**config.mk**
```make
export PLATFORM = sky130hd
export DESIGN_NAME = dram_refresh_and_region_control
export DESIGN_NICKNAME = d
export VERILOG_FILES = /design/src/core/drc_pkg.sv /design/src/core/dram_refresh_and_region_control.sv
export VERILOG_INCLUDE_DIRS = /design/src /design/src/core
export SDC_FILE = /design/constraint.sdc
export NUM_CORES = 1
export LEC_CHECK = 0
export ABC_AREA = 0
export BUFFER_PORTS_ARGS = -buffer_cell sky130_fd_sc_hd__clkbuf_2
export CORE_MARGIN = 2
export CORE_UTILIZATION = 61
export CTS_CLUSTER_DIAMETER = 200
export DETAILED_ROUTE_END_ITERATION = 16
export PLACE_DENSITY = 0.8
export SETUP_SLACK_MARGIN = 0.3
export SLEW_MARGIN = 25
export SYNTH_ARGS = -nofsm -noshare
export SYNTH_HDL_FRONTEND = slang
export SYNTH_SLANG_ARGS = --single-unit
```
**constraint.sdc**
```tcl
create_clock -name sys_clk -period 7.85 [get_ports sys_clk]
set_input_delay 0.3925 -clock sys_clk [delete_from_list [all_inputs] [get_ports sys_clk]]
set_output_delay 0.3925 -clock sys_clk [all_outputs]
set_load 0.05 [all_outputs]
```
**src/core/drc_params.svh**
```systemverilog
`ifndef DRC_PARAMS_SVH
`define DRC_PARAMS_SVH

// register indices (byte address = 4 * index)
`define DRC_REG_CTRL 4'h0
`define DRC_REG_TIMING 4'h1
`define DRC_REG_SHADOW 4'h2
`define DRC_REG_SHADOW_HI 4'he
`define DRC_REG_NCWP_BASE 4'h3
`define DRC_REG_REGION_BASE 4'h9
`define DRC_REG_REGION_LIMIT 4'ha
`define DRC_REG_REGION_CFG 4'hb
`define DRC_REG_STATUS 4'hc
`define DRC_REG_BANKCFG 4'hd
`define DRC_NCWP_COUNT 6

// control register fields
`define DRC_CTRL_MODE_LSB 0
`define DRC_CTRL_SLOW_BIT 2
`define DRC_CTRL_CBR_BIT 3
`define DRC_CTRL_PAGE_BIT 4
`define DRC_CTRL_ILV_LSB 5

// reset values
`define DRC_CTRL_RESET 32'h0000_0000
`define DRC_TIMING_RESET 32'h0000_0222
`define DRC_BANKCFG_RESET 32'h0000_0001

// timing in nanoseconds and clock cycles at the 50 MHz clock
`define DRC_CLK_PERIOD_NS 20
`define DRC_REF_NS 15625
`define DRC_SLOW_REF_NS 125000
`define DRC_REF_CYCLES (`DRC_REF_NS / `DRC_CLK_PERIOD_NS)
`define DRC_SLOW_REF_CYCLES (`DRC_SLOW_REF_NS / `DRC_CLK_PERIOD_NS)
`define DRC_SLOT_REF_CYCLES 8
`define DRC_BANK_STAGGER 2

// shadow window A0000h..FFFFFh in 16 KB segments
`define DRC_SHADOW_BASE_SEG 6'h28
`define DRC_SHADOW_SEGS 24
`define DRC_FASTBUS_DIV 2
`define DRC_SLOWBUS_DIV 4

`endif

```
**src/core/drc_pkg.sv**
```systemverilog
package drc_pkg;
  typedef enum logic [1:0] {
    DRC_REF_SYNC = 2'h0,
    DRC_REF_ASYNC = 2'h1,
    DRC_REF_DECOUPLED = 2'h2
  } drc_ref_mode_t;

  typedef enum logic [1:0] {
    DRC_SH_ROM = 2'h0,
    DRC_SH_DRAM = 2'h1,
    DRC_SH_RDRAM_WSLOT = 2'h2,
    DRC_SH_RROM_WDRAM = 2'h3
  } drc_shadow_t;

  typedef enum logic [1:0] {
    DRC_RG_DRAM = 2'h0,
    DRC_RG_ISA = 2'h1,
    DRC_RG_LOCAL = 2'h2
  } drc_region_t;

  typedef enum logic [2:0] {
    DRC_ST_IDLE = 3'b000,
    DRC_ST_PRE = 3'b001,
    DRC_ST_RAS = 3'b011,
    DRC_ST_CAS = 3'b010,
    DRC_ST_DONE = 3'b110,
    DRC_ST_REF = 3'b111
  } drc_state_t;

  typedef struct packed {
    logic valid;
    logic write;
    logic master;
    logic [25:0] addr;
    logic [31:0] data;
  } drc_cycle_t;

  typedef struct packed {
    logic toSlot;
    logic toLocal;
    logic toDram;
    logic cacheable;
    logic writeBlock;
    logic fastBus;
  } drc_route_t;
endpackage

```
**src/core/dram_refresh_and_region_control.sv**
```systemverilog
`include "drc_params.svh"
// How it works
// three refresh coupling modes selectable
// sync: both refreshes together, stall cycles
// async: start together, release after on-board
// decoupled: own slot counter, DRAM refresh idle
// intervals 15.625 us and 125 us
// bank row strobes staggered during refresh
// column-before-row refresh as option
// shadow control per 16 KB, A0000h-FFFFFh
// four routings per shadow segment
// six registers: non-cacheable, write-protect
// programmable DRAM/ISA/local region, three granularities
// fast-bus region uses faster slot clock
// local bus claim input disclaims cycle
// DMA/master hitting range runs local cycle
// check parity on DRAM reads
// no parity on processor DRAM writes
// generate parity on DMA/master DRAM writes
// programmable precharge, row-column, column width
// four banks, 256K/1M/4M, 64 MB; no device size select, memAddr always takes row addr[25:14], column addr[11:2]
// page mode and up to four-way interleave
// cache miss input gates memory cycle
// burst ready only for local DRAM accesses
// refresh request held pending until served
module dram_refresh_and_region_control
  import drc_pkg::*;
#(
  parameter int REF_CYCLES = `DRC_REF_CYCLES,
  parameter int SLOW_REF_CYCLES = `DRC_SLOW_REF_CYCLES,
  parameter int BANKS = 4
) (
  input wire logic sys_clk,
  input wire logic rst,
  input wire logic [3:0] regAddr,
  input wire logic [31:0] regWrData,
  input wire logic regWr,
  input wire logic regRd,
  output logic [31:0] regRdData,
  input wire drc_cycle_t cpuCycle,
  input wire logic local_bus_claim_in,
  input wire logic cacheMiss,
  input wire logic [3:0] dramParIn,
  output logic burst_ready,
  output logic [3:0] rasN,
  output logic [3:0] casN,
  output logic [11:0] memAddr,
  output logic [3:0] dramParOut,
  output logic dramParOe,
  output logic parityError,
  output logic slotRefreshN,
  output logic slotClk,
  output drc_route_t routeOut,
  output logic localCycleStart
);
  if (BANKS < 1 || BANKS > 4 || REF_CYCLES < 2 || SLOW_REF_CYCLES < 2) begin : g_bad_params
    $error("dram_refresh_and_region_control: bad parameters");
  end

  // ----------------------------------------------------------------
  // registers
  // ----------------------------------------------------------------
  logic [31:0] ctrlReg, timingReg, bankCfgReg, shadowReg, shadowHiReg;
  logic [31:0] ncwpReg [`DRC_NCWP_COUNT];
  logic [31:0] regionBase, regionLimit, regionCfg;
  logic [31:0] statusWord;
  drc_state_t state;
  logic [3:0] staggerCnt;
  logic dramRefPend, slotRefPend, slotBusy, hold;

  drc_ref_mode_t refMode;
  logic slowRef, cbrRef, pageMode;
  logic [1:0] interleave;
  assign refMode = drc_ref_mode_t'(ctrlReg[`DRC_CTRL_MODE_LSB +: 2]);
  assign slowRef = ctrlReg[`DRC_CTRL_SLOW_BIT];
  assign cbrRef = ctrlReg[`DRC_CTRL_CBR_BIT];
  assign pageMode = ctrlReg[`DRC_CTRL_PAGE_BIT];
  assign interleave = ctrlReg[`DRC_CTRL_ILV_LSB +: 2];

  always_ff @(posedge sys_clk) begin
    if (rst) begin
      ctrlReg <= `DRC_CTRL_RESET;
      timingReg <= `DRC_TIMING_RESET;
      bankCfgReg <= `DRC_BANKCFG_RESET;
      shadowReg <= 32'h0000_0000;
      shadowHiReg <= 32'h0000_0000;
      regionBase <= 32'h0000_0000;
      regionLimit <= 32'h0000_0000;
      regionCfg <= 32'h0000_0000;
      for (int i = 0; i < `DRC_NCWP_COUNT; i++) ncwpReg[i] <= 32'h0000_0000;
    end else if (regWr) begin
      case (regAddr)
        `DRC_REG_CTRL: ctrlReg <= regWrData;
        `DRC_REG_TIMING: timingReg <= regWrData;
        `DRC_REG_SHADOW: shadowReg <= regWrData;
        `DRC_REG_SHADOW_HI: shadowHiReg <= regWrData;
        `DRC_REG_REGION_BASE: regionBase <= regWrData;
        `DRC_REG_REGION_LIMIT: regionLimit <= regWrData;
        `DRC_REG_REGION_CFG: regionCfg <= regWrData;
        `DRC_REG_BANKCFG: bankCfgReg <= regWrData;
        default: begin
          if (regAddr >= `DRC_REG_NCWP_BASE && regAddr < `DRC_REG_REGION_BASE)
            ncwpReg[3'(regAddr - `DRC_REG_NCWP_BASE)] <= regWrData;
        end
      endcase
    end
  end

  assign statusWord = {20'h0, parityError, hold, slotBusy, slotRefPend, dramRefPend, 4'h0, state};

  always_ff @(posedge sys_clk) begin
    if (rst) begin
      regRdData <= 32'h0000_0000;
    end else if (regRd) begin
      case (regAddr)
        `DRC_REG_CTRL: regRdData <= ctrlReg;
        `DRC_REG_TIMING: regRdData <= timingReg;
        `DRC_REG_SHADOW: regRdData <= shadowReg;
        `DRC_REG_SHADOW_HI: regRdData <= shadowHiReg;
        `DRC_REG_REGION_BASE: regRdData <= regionBase;
        `DRC_REG_REGION_LIMIT: regRdData <= regionLimit;
        `DRC_REG_REGION_CFG: regRdData <= regionCfg;
        `DRC_REG_STATUS: regRdData <= statusWord;
        `DRC_REG_BANKCFG: regRdData <= bankCfgReg;
        default: begin
          if (regAddr >= `DRC_REG_NCWP_BASE && regAddr < `DRC_REG_REGION_BASE)
            regRdData <= ncwpReg[3'(regAddr - `DRC_REG_NCWP_BASE)];
          else
            regRdData <= 32'h0000_0000;
        end
      endcase
    end else begin
      regRdData <= 32'h0000_0000;
    end
  end

  // ----------------------------------------------------------------
  // address decode
  // ----------------------------------------------------------------
  logic [5:0] seg16k;
  logic inShadow, inRegion;
  logic [4:0] shIdx;
  drc_shadow_t shSel;
  logic [15:0] ncwpFlags;
  logic [25:0] granMask;
  drc_route_t next_route;
  assign seg16k = cpuCycle.addr[19:14];
  assign inShadow = cpuCycle.addr[25:20] == 6'h00 && seg16k >= `DRC_SHADOW_BASE_SEG;
  assign shIdx = 5'(seg16k - `DRC_SHADOW_BASE_SEG);
  assign shSel = drc_shadow_t'(shIdx[4] ? shadowHiReg[{shIdx[3:0], 1'b0} +: 2]
    : shadowReg[{shIdx[3:0], 1'b0} +: 2]);
  assign ncwpFlags = ncwpReg[3'(shIdx >> 2)][15:0];

  always_comb begin
    case (regionCfg[1:0])
      2'h0: granMask = 26'h3ff_f800;
      2'h1: granMask = 26'h3ff_0000;
      default: granMask = 26'h3f0_0000;
    endcase
  end
  assign inRegion = regionCfg[4] && (cpuCycle.addr & granMask) >= (regionBase[25:0] & granMask)
    && (cpuCycle.addr & granMask) <= (regionLimit[25:0] & granMask);

  always_comb begin
    next_route = '0;
    next_route.toDram = 1'b1;
    next_route.cacheable = 1'b1;
    if (inShadow) begin
      case (shSel)
        DRC_SH_ROM: next_route.toDram = 1'b0;
        DRC_SH_DRAM: next_route.toDram = 1'b1;
        DRC_SH_RDRAM_WSLOT: next_route.toDram = !cpuCycle.write;
        DRC_SH_RROM_WDRAM: next_route.toDram = cpuCycle.write;
        default: next_route.toDram = 1'b0;
      endcase
      next_route.cacheable = !ncwpFlags[{shIdx[1:0], 2'b00}];
      next_route.writeBlock = cpuCycle.write && ncwpFlags[{shIdx[1:0], 2'b01}];
    end else if (inRegion) begin
      next_route.toDram = drc_region_t'(regionCfg[3:2]) == DRC_RG_DRAM;
      next_route.toLocal = drc_region_t'(regionCfg[3:2]) == DRC_RG_LOCAL;
      next_route.cacheable = regionCfg[5];
      next_route.fastBus = regionCfg[6];
    end
    next_route.toSlot = !next_route.toDram && !next_route.toLocal;
  end

  // ----------------------------------------------------------------
  // refresh timers
  // ----------------------------------------------------------------
  logic [17:0] refCnt, slotCnt;
  logic [17:0] refLimit;
  logic refTick, slotTick, refStart, dramRefDone, slotRefDone;
  logic [3:0] slotRefCnt;
  assign refLimit = slowRef ? 18'(SLOW_REF_CYCLES - 1) : 18'(REF_CYCLES - 1);
  assign refTick = refCnt == refLimit;
  assign slotTick = slotCnt == 18'(REF_CYCLES - 1);

  always_ff @(posedge sys_clk) begin
    if (rst || refTick) refCnt <= 18'h0;
    else refCnt <= refCnt + 18'h1;
  end

  // decoupled mode keeps a separate slot refresh counter
  always_ff @(posedge sys_clk) begin
    if (rst || slotTick) slotCnt <= 18'h0;
    else slotCnt <= slotCnt + 18'h1;
  end

  assign refStart = state == DRC_ST_IDLE && dramRefPend && (refMode != DRC_REF_DECOUPLED || !cpuCycle.valid)
    && (refMode != DRC_REF_SYNC || !slotBusy);
  assign dramRefDone = state == DRC_ST_REF && staggerCnt == 4'(`DRC_BANK_STAGGER * BANKS + 1);
  assign slotRefDone = slotBusy && slotRefCnt == 4'(`DRC_SLOT_REF_CYCLES - 1);

  always_ff @(posedge sys_clk) begin
    if (rst) dramRefPend <= 1'b0;
    else if (refTick) dramRefPend <= 1'b1;
    else if (refStart) dramRefPend <= 1'b0;
  end

  always_ff @(posedge sys_clk) begin
    if (rst) slotRefPend <= 1'b0;
    else if (refMode == DRC_REF_DECOUPLED ? slotTick : refTick) slotRefPend <= 1'b1;
    else if (!slotBusy && (refMode == DRC_REF_DECOUPLED || refStart)) slotRefPend <= 1'b0;
  end

  always_ff @(posedge sys_clk) begin
    if (rst) begin
      slotBusy <= 1'b0;
      slotRefCnt <= 4'h0;
    end else if (slotBusy) begin
      slotRefCnt <= slotRefCnt + 4'h1;
      if (slotRefDone) slotBusy <= 1'b0;
    end else if (slotRefPend && (refMode == DRC_REF_DECOUPLED || refStart)) begin
      slotBusy <= 1'b1;
      slotRefCnt <= 4'h0;
    end
  end

  // sync mode holds memory cycles until both refreshes end
  always_ff @(posedge sys_clk) begin
    if (rst) hold <= 1'b0;
    else if (refStart) hold <= 1'b1;
    else if (refMode == DRC_REF_SYNC) hold <= hold && !(state == DRC_ST_IDLE && !slotBusy);
    else if (dramRefDone) hold <= 1'b0;
  end

  always_ff @(posedge sys_clk) begin
    if (rst) slotRefreshN <= 1'b1;
    else slotRefreshN <= !slotBusy;
  end

  // ----------------------------------------------------------------
  // slot bus clock enable
  // ----------------------------------------------------------------
  logic [1:0] slotDiv;
  always_ff @(posedge sys_clk) begin
    if (rst) slotDiv <= 2'h0;
    else if (slotDiv >= 2'(routeOut.fastBus ? `DRC_FASTBUS_DIV - 1 : `DRC_SLOWBUS_DIV - 1)) slotDiv <= 2'h0;
    else slotDiv <= slotDiv + 2'h1;
  end
  always_ff @(posedge sys_clk) begin
    if (rst) slotClk <= 1'b0;
    else if (slotDiv == 2'h0) slotClk <= !slotClk;
  end

  // ----------------------------------------------------------------
  // dram cycle sequencer
  // ----------------------------------------------------------------
  logic [3:0] phaseCnt;
  logic [3:0] phaseLen;
  logic dramHit, accept, pageHit;
  logic [1:0] bankSel;
  logic [11:0] openRow;
  logic rowOpen;
  drc_cycle_t cur;
  assign dramHit = next_route.toDram && !next_route.writeBlock;
  // a claimed cycle or a cache-hit read is left alone
  assign accept = state == DRC_ST_IDLE && cpuCycle.valid && !hold && !refStart
    && !local_bus_claim_in && (cacheMiss || cpuCycle.write) && dramHit;
  assign bankSel = interleave == 2'h2 ? cur.addr[3:2] : interleave == 2'h1 ? {1'b0, cur.addr[2]}
    : 2'(cur.addr[25:24] % bankCfgReg[2:0]);
  assign pageHit = pageMode && rowOpen && openRow == cpuCycle.addr[25:14];

  always_comb begin
    case (state)
      DRC_ST_PRE: phaseLen = timingReg[3:0];
      DRC_ST_RAS: phaseLen = timingReg[7:4];
      DRC_ST_CAS: phaseLen = timingReg[11:8];
      default: phaseLen = 4'h0;
    endcase
  end

  always_ff @(posedge sys_clk) begin
    if (rst) begin
      state <= DRC_ST_IDLE;
      phaseCnt <= 4'h0;
      staggerCnt <= 4'h0;
      cur <= '0;
      rowOpen <= 1'b0;
      openRow <= 12'h0;
    end else begin
      phaseCnt <= phaseCnt + 4'h1;
      case (state)
        DRC_ST_IDLE: begin
          phaseCnt <= 4'h0;
          staggerCnt <= 4'h0;
          if (refStart) begin
            state <= DRC_ST_REF;
            rowOpen <= 1'b0;
          end else if (accept) begin
            cur <= cpuCycle;
            state <= pageHit ? DRC_ST_CAS : DRC_ST_PRE;
          end
        end
        DRC_ST_PRE: if (phaseCnt >= phaseLen) begin
          state <= DRC_ST_RAS;
          phaseCnt <= 4'h0;
        end
        DRC_ST_RAS: if (phaseCnt >= phaseLen) begin
          state <= DRC_ST_CAS;
          phaseCnt <= 4'h0;
          rowOpen <= 1'b1;
          openRow <= cur.addr[25:14];
        end
        DRC_ST_CAS: if (phaseCnt >= phaseLen) state <= DRC_ST_DONE;
        DRC_ST_DONE: state <= DRC_ST_IDLE;
        DRC_ST_REF: begin
          staggerCnt <= staggerCnt + 4'h1;
          if (dramRefDone) state <= DRC_ST_IDLE;
        end
        default: state <= DRC_ST_IDLE;
      endcase
    end
  end

  // ----------------------------------------------------------------
  // strobes, address, ready, parity
  // ----------------------------------------------------------------
  logic [1:0] curBank;
  assign curBank = bankSel;
  for (genvar b = 0; b < 4; b++) begin : g_bank
    logic refRas;
    // each bank drops its row strobe a few cycles after the previous one
    assign refRas = staggerCnt > 4'(b * `DRC_BANK_STAGGER) && b < BANKS;
    always_ff @(posedge sys_clk) begin
      if (rst) begin
        rasN[b] <= 1'b1;
        casN[b] <= 1'b1;
      end else if (state == DRC_ST_REF) begin
        rasN[b] <= !(refRas && !dramRefDone);
        casN[b] <= !(cbrRef && b < BANKS && !dramRefDone);
      end else begin
        rasN[b] <= !((state == DRC_ST_RAS || state == DRC_ST_CAS) && curBank == 2'(b));
        casN[b] <= !(state == DRC_ST_CAS);
      end
    end
  end

  always_ff @(posedge sys_clk) begin
    if (rst) memAddr <= 12'h0;
    else memAddr <= state == DRC_ST_CAS ? {2'h0, cur.addr[11:2]} : cur.addr[25:14];
  end

  always_ff @(posedge sys_clk) begin
    if (rst) burst_ready <= 1'b0;
    else burst_ready <= state == DRC_ST_CAS && phaseCnt >= phaseLen && !cur.master;
  end

  always_ff @(posedge sys_clk) begin
    if (rst) begin
      dramParOut <= 4'h0;
      dramParOe <= 1'b0;
    end else begin
      for (int i = 0; i < 4; i++) dramParOut[i] <= ~^cur.data[i*8 +: 8];
      dramParOe <= state == DRC_ST_CAS && cur.write && cur.master;
    end
  end

  always_ff @(posedge sys_clk) begin
    if (rst) parityError <= 1'b0;
    else if (state == DRC_ST_CAS && phaseCnt >= phaseLen && !cur.write) begin
      parityError <= 1'b0;
      for (int i = 0; i < 4; i++)
        if ((~^cpuCycle.data[i*8 +: 8]) != dramParIn[i]) parityError <= 1'b1;
    end
  end

  always_ff @(posedge sys_clk) begin
    if (rst) begin
      routeOut <= '0;
      localCycleStart <= 1'b0;
    end else begin
      routeOut <= cpuCycle.valid ? next_route : routeOut;
      localCycleStart <= cpuCycle.valid && cpuCycle.master && next_route.toLocal;
    end
  end
endmodule

```
==> impl_metrics.yaml <==
outcome:
  status: "finished clean"
placed_design:
  hpwl_um: 56800
  dpl_cell_area_um2: 32500
  place_congestion: 0.901
  port_buffers: 172
clock_network:
  numCtsBuffers: 72
  clk_latency_ps: 630
  hold_buffers: 5
  cts_root_buffer: "clkbuf_16"
  clkTransAtPathRegs_ps: 70
  postCtsResizedCells: 0
  h-tree-depth: 3
  cts_setup_buffers: 0
  cts_tree: "done"
  ctsLongestPathBuffers: 3
  cts_sinks: 703
drt:
  vias_per_cell: 6.38
  drt-total-wl_um: 93400
  detail-route-antenna-nets: 0
  drc: 0
  drtPass1Iterations: 8
  drt_iter0_markers: 3590
  via_count: 25400
  wire_per_inst_um: 23.5
setup_path:
  worstPathMaxFanout: 59
  slowest_stage: "buf_4"
  crit_arrival_ps: 4810
  path_buf_inv: 1
  cpLargestDelayFamily: "compound AO/OA/AOI/OAI gates"
  required_ps: 8330
  start_kind: "flop"
  worst_setup_path_end_kind: "flop"
  path_cells: "nor2_1 > nand2_1 > ha_1 > nand2b_1 > a21o_1 > a21oi_1 > o211ai_1 > a21oi_1 > o311ai_1 > a21oi_4 > buf_4 > mux2i_1 > nor2_1"
  max_stage_delay_ps: 750
  path_class: "flop to flop"
cells_and_area:
  diodes: 0
  final_common_cell: "nand2_1"
  final_cell_area_um2: 34900
  final_core_util_pct: 68.3
  final_cell_mix: "nand2_1, dfxtp_1, nor2_1, a21oi_1, edfxtp_1"
  drive_gt1_share_pct: 13.1
  syn2layout_area_growth_pct: 11.2
  final_nets: 3414
yosys:
  avgSynthCellArea_um2: 9.76
  synthArstFlopShare_pct: 0
  yosys_warnings: 0
  syn_inst: 3213
  synth_seq_cells: 703
  synth_cell_types: 61
  synth_fp_nets: 3377
  synth-edff-count: 256
  mappedNetlistArea_um2: 31400
  synthFlopType: "dfxtp_1"
  seq_area_frac_synth_pct: 53.0
grt:
  antenna_found_initial: 5
  grtUsageTotal_pct: 34.5
  grt_pass1_vias: 25300
  grt_max_degree: 219
  grt_pass1_wl_um: 141000
  gr-total-overflow: 0
timing:
  fmax_mhz: 231
  finalSetupTns_ps: 0
  final_hold_viol_count: 0
  fin_crit_ps: 4330
  worst_pin_slew_ps: 1060
  slew_violations: 0
  slew_headroom_pct: 29.5
  setup_viol: 0
  rsz0062_at_grt: "no"
  fin_crit_sh_pct: 55.1
  fin_skew_ps: 31.7
run:
  max-cap-violations: 0
die:
  die_w_um: 231
  rows: 83
  die_area_um2: 53300
  ios: 175
  die_h_um: 231
  initial_core_util_pct: 61.4
  coreArea_um2: 51100
worst_hold_path:
  holdCritPathClass: "input pin to flop"
pwr:
  p_per_area_nw_per_um2: 244
  finalPower_w: 0.00852
  ir_drop_mv: 0.217
  leakage_nw: 12.2
## final timing paths
path	startpoint	end	slack, ps	depth (start not counted)
max reg2reg	regionCfg[1]	cur[10]	3520	13
min	cpuCycle[38]	cur[38]	40	3
min reg2reg	ctrlReg[9]	ctrlReg[9]	460	2
max	regionCfg[1]	cur[10]	3520	13
## cells in the mapped netlist, drive strengths merged, types with 12 or more instances
| master | instances | area [um2] |
|---|---|---|
| a22o | 46 | 403 |
| a22oi | 30 | 225 |
| dfxtp | 447 | 8950 |
| clkbuf | 217 | 815 |
| a31oi | 27 | 169 |
| a21oi | 316 | 1590 |
| xnor2 | 77 | 674 |
| mux2 | 14 | 158 |
| nor2b | 15 | 93.8 |
| ha | 57 | 713 |
| nand2 | 686 | 2570 |
| edfxtp | 256 | 7690 |
| buf | 38 | 184 |
| nand2b | 21 | 131 |
| nor4 | 14 | 87.6 |
| nor3 | 30 | 150 |
| and2 | 20 | 125 |
| a21o | 36 | 270 |
| nor2 | 332 | 1250 |
| a221oi | 48 | 420 |
| mux2i | 111 | 1110 |
| nand3 | 41 | 205 |
| and3 | 21 | 131 |
| xor2 | 37 | 343 |
| inv | 72 | 270 |
| a211oi | 12 | 90.1 |
| mux4 | 79 | 1780 |
| o21ai | 36 | 180 |
| nand4 | 19 | 119 |
## sequential cells by signal (all words and copies together) (netlist names), 6 cells and up
name,cells
bankCfgReg,32
routeOut,6
regionCfg,32
slotCnt,18
memAddr,12
openRow,12
ctrlReg,32
regRdData,32
cur,56
shadowReg,32
regionLimit,32
refCnt,18
timingReg,32
regionBase,32
ncwpReg,256
shadowHiReg,32
## worst register-to-register path: stages (launching register included)
cell,delay [ps]
dfxtp_1,480
nor2_1,650
nand2_1,190
ha_1,320
nand2b_1,140
a21o_1,170
a21oi_1,160
o211ai_1,110
a21oi_1,350
o311ai_1,230
a21oi_4,150
buf_4,750
mux2i_1,400
nor2_1,60
## final cells by class
cell class                      count  area [um2]
Sequential cell                   703       16600
Multi-Input combinational cell   2181       13500
Tap cell                          680         851
Clock buffer                       93        1920
Inverter                           74         278
Clock inverter                     33         395
Fill cell                        3685       16200
Timing Repair Buffer              218        1260
## metal layers
metal | vias to the layer above | wire, um | global-route usage [%]
met5 | - | 32 | 0
met4 | 6 | 4800 | 19.5
met3 | 408 | 11800 | 8.45
met2 | 1721 | 43300 | 55.2
met1 | 12000 | 33600 | 42.9
li1 | 11200 | - | -
## metrics by stage
stage	setup slack (ps)	hold slack [ps]	std cells
floorplan	2230	422	3213
global route	3210	56.8	3982
detailed placement	2880	446	3850
CTS	3510	14.4	3981
global placement	2940	436	3850
finish	3520	37.1	3982
## where the power goes
| group | switching, W | internal, W | total (W) |
|---|---|---|---|
| registers | 0.000102 | 0.00392 | 0.00402 |
| logic | 0.000687 | 0.000366 | 0.00105 |
| clock network | 0.00145 | 0.00199 | 0.00345 |
## kinds of logic (layout without fill, tap and decap cells)
kind of cell	after synthesis	in the layout	synth area share, %
simple gates	1223	1223	16.1
mux	204	204	9.72
flops	703	703	53.0
fa+ha+maj	57	57	2.27
buf+inv	329	418	4.07
compound gates	583	583	11.5
xor+xnor	114	114	3.24
No activity file was read; power rests on OpenSTA's default activity.
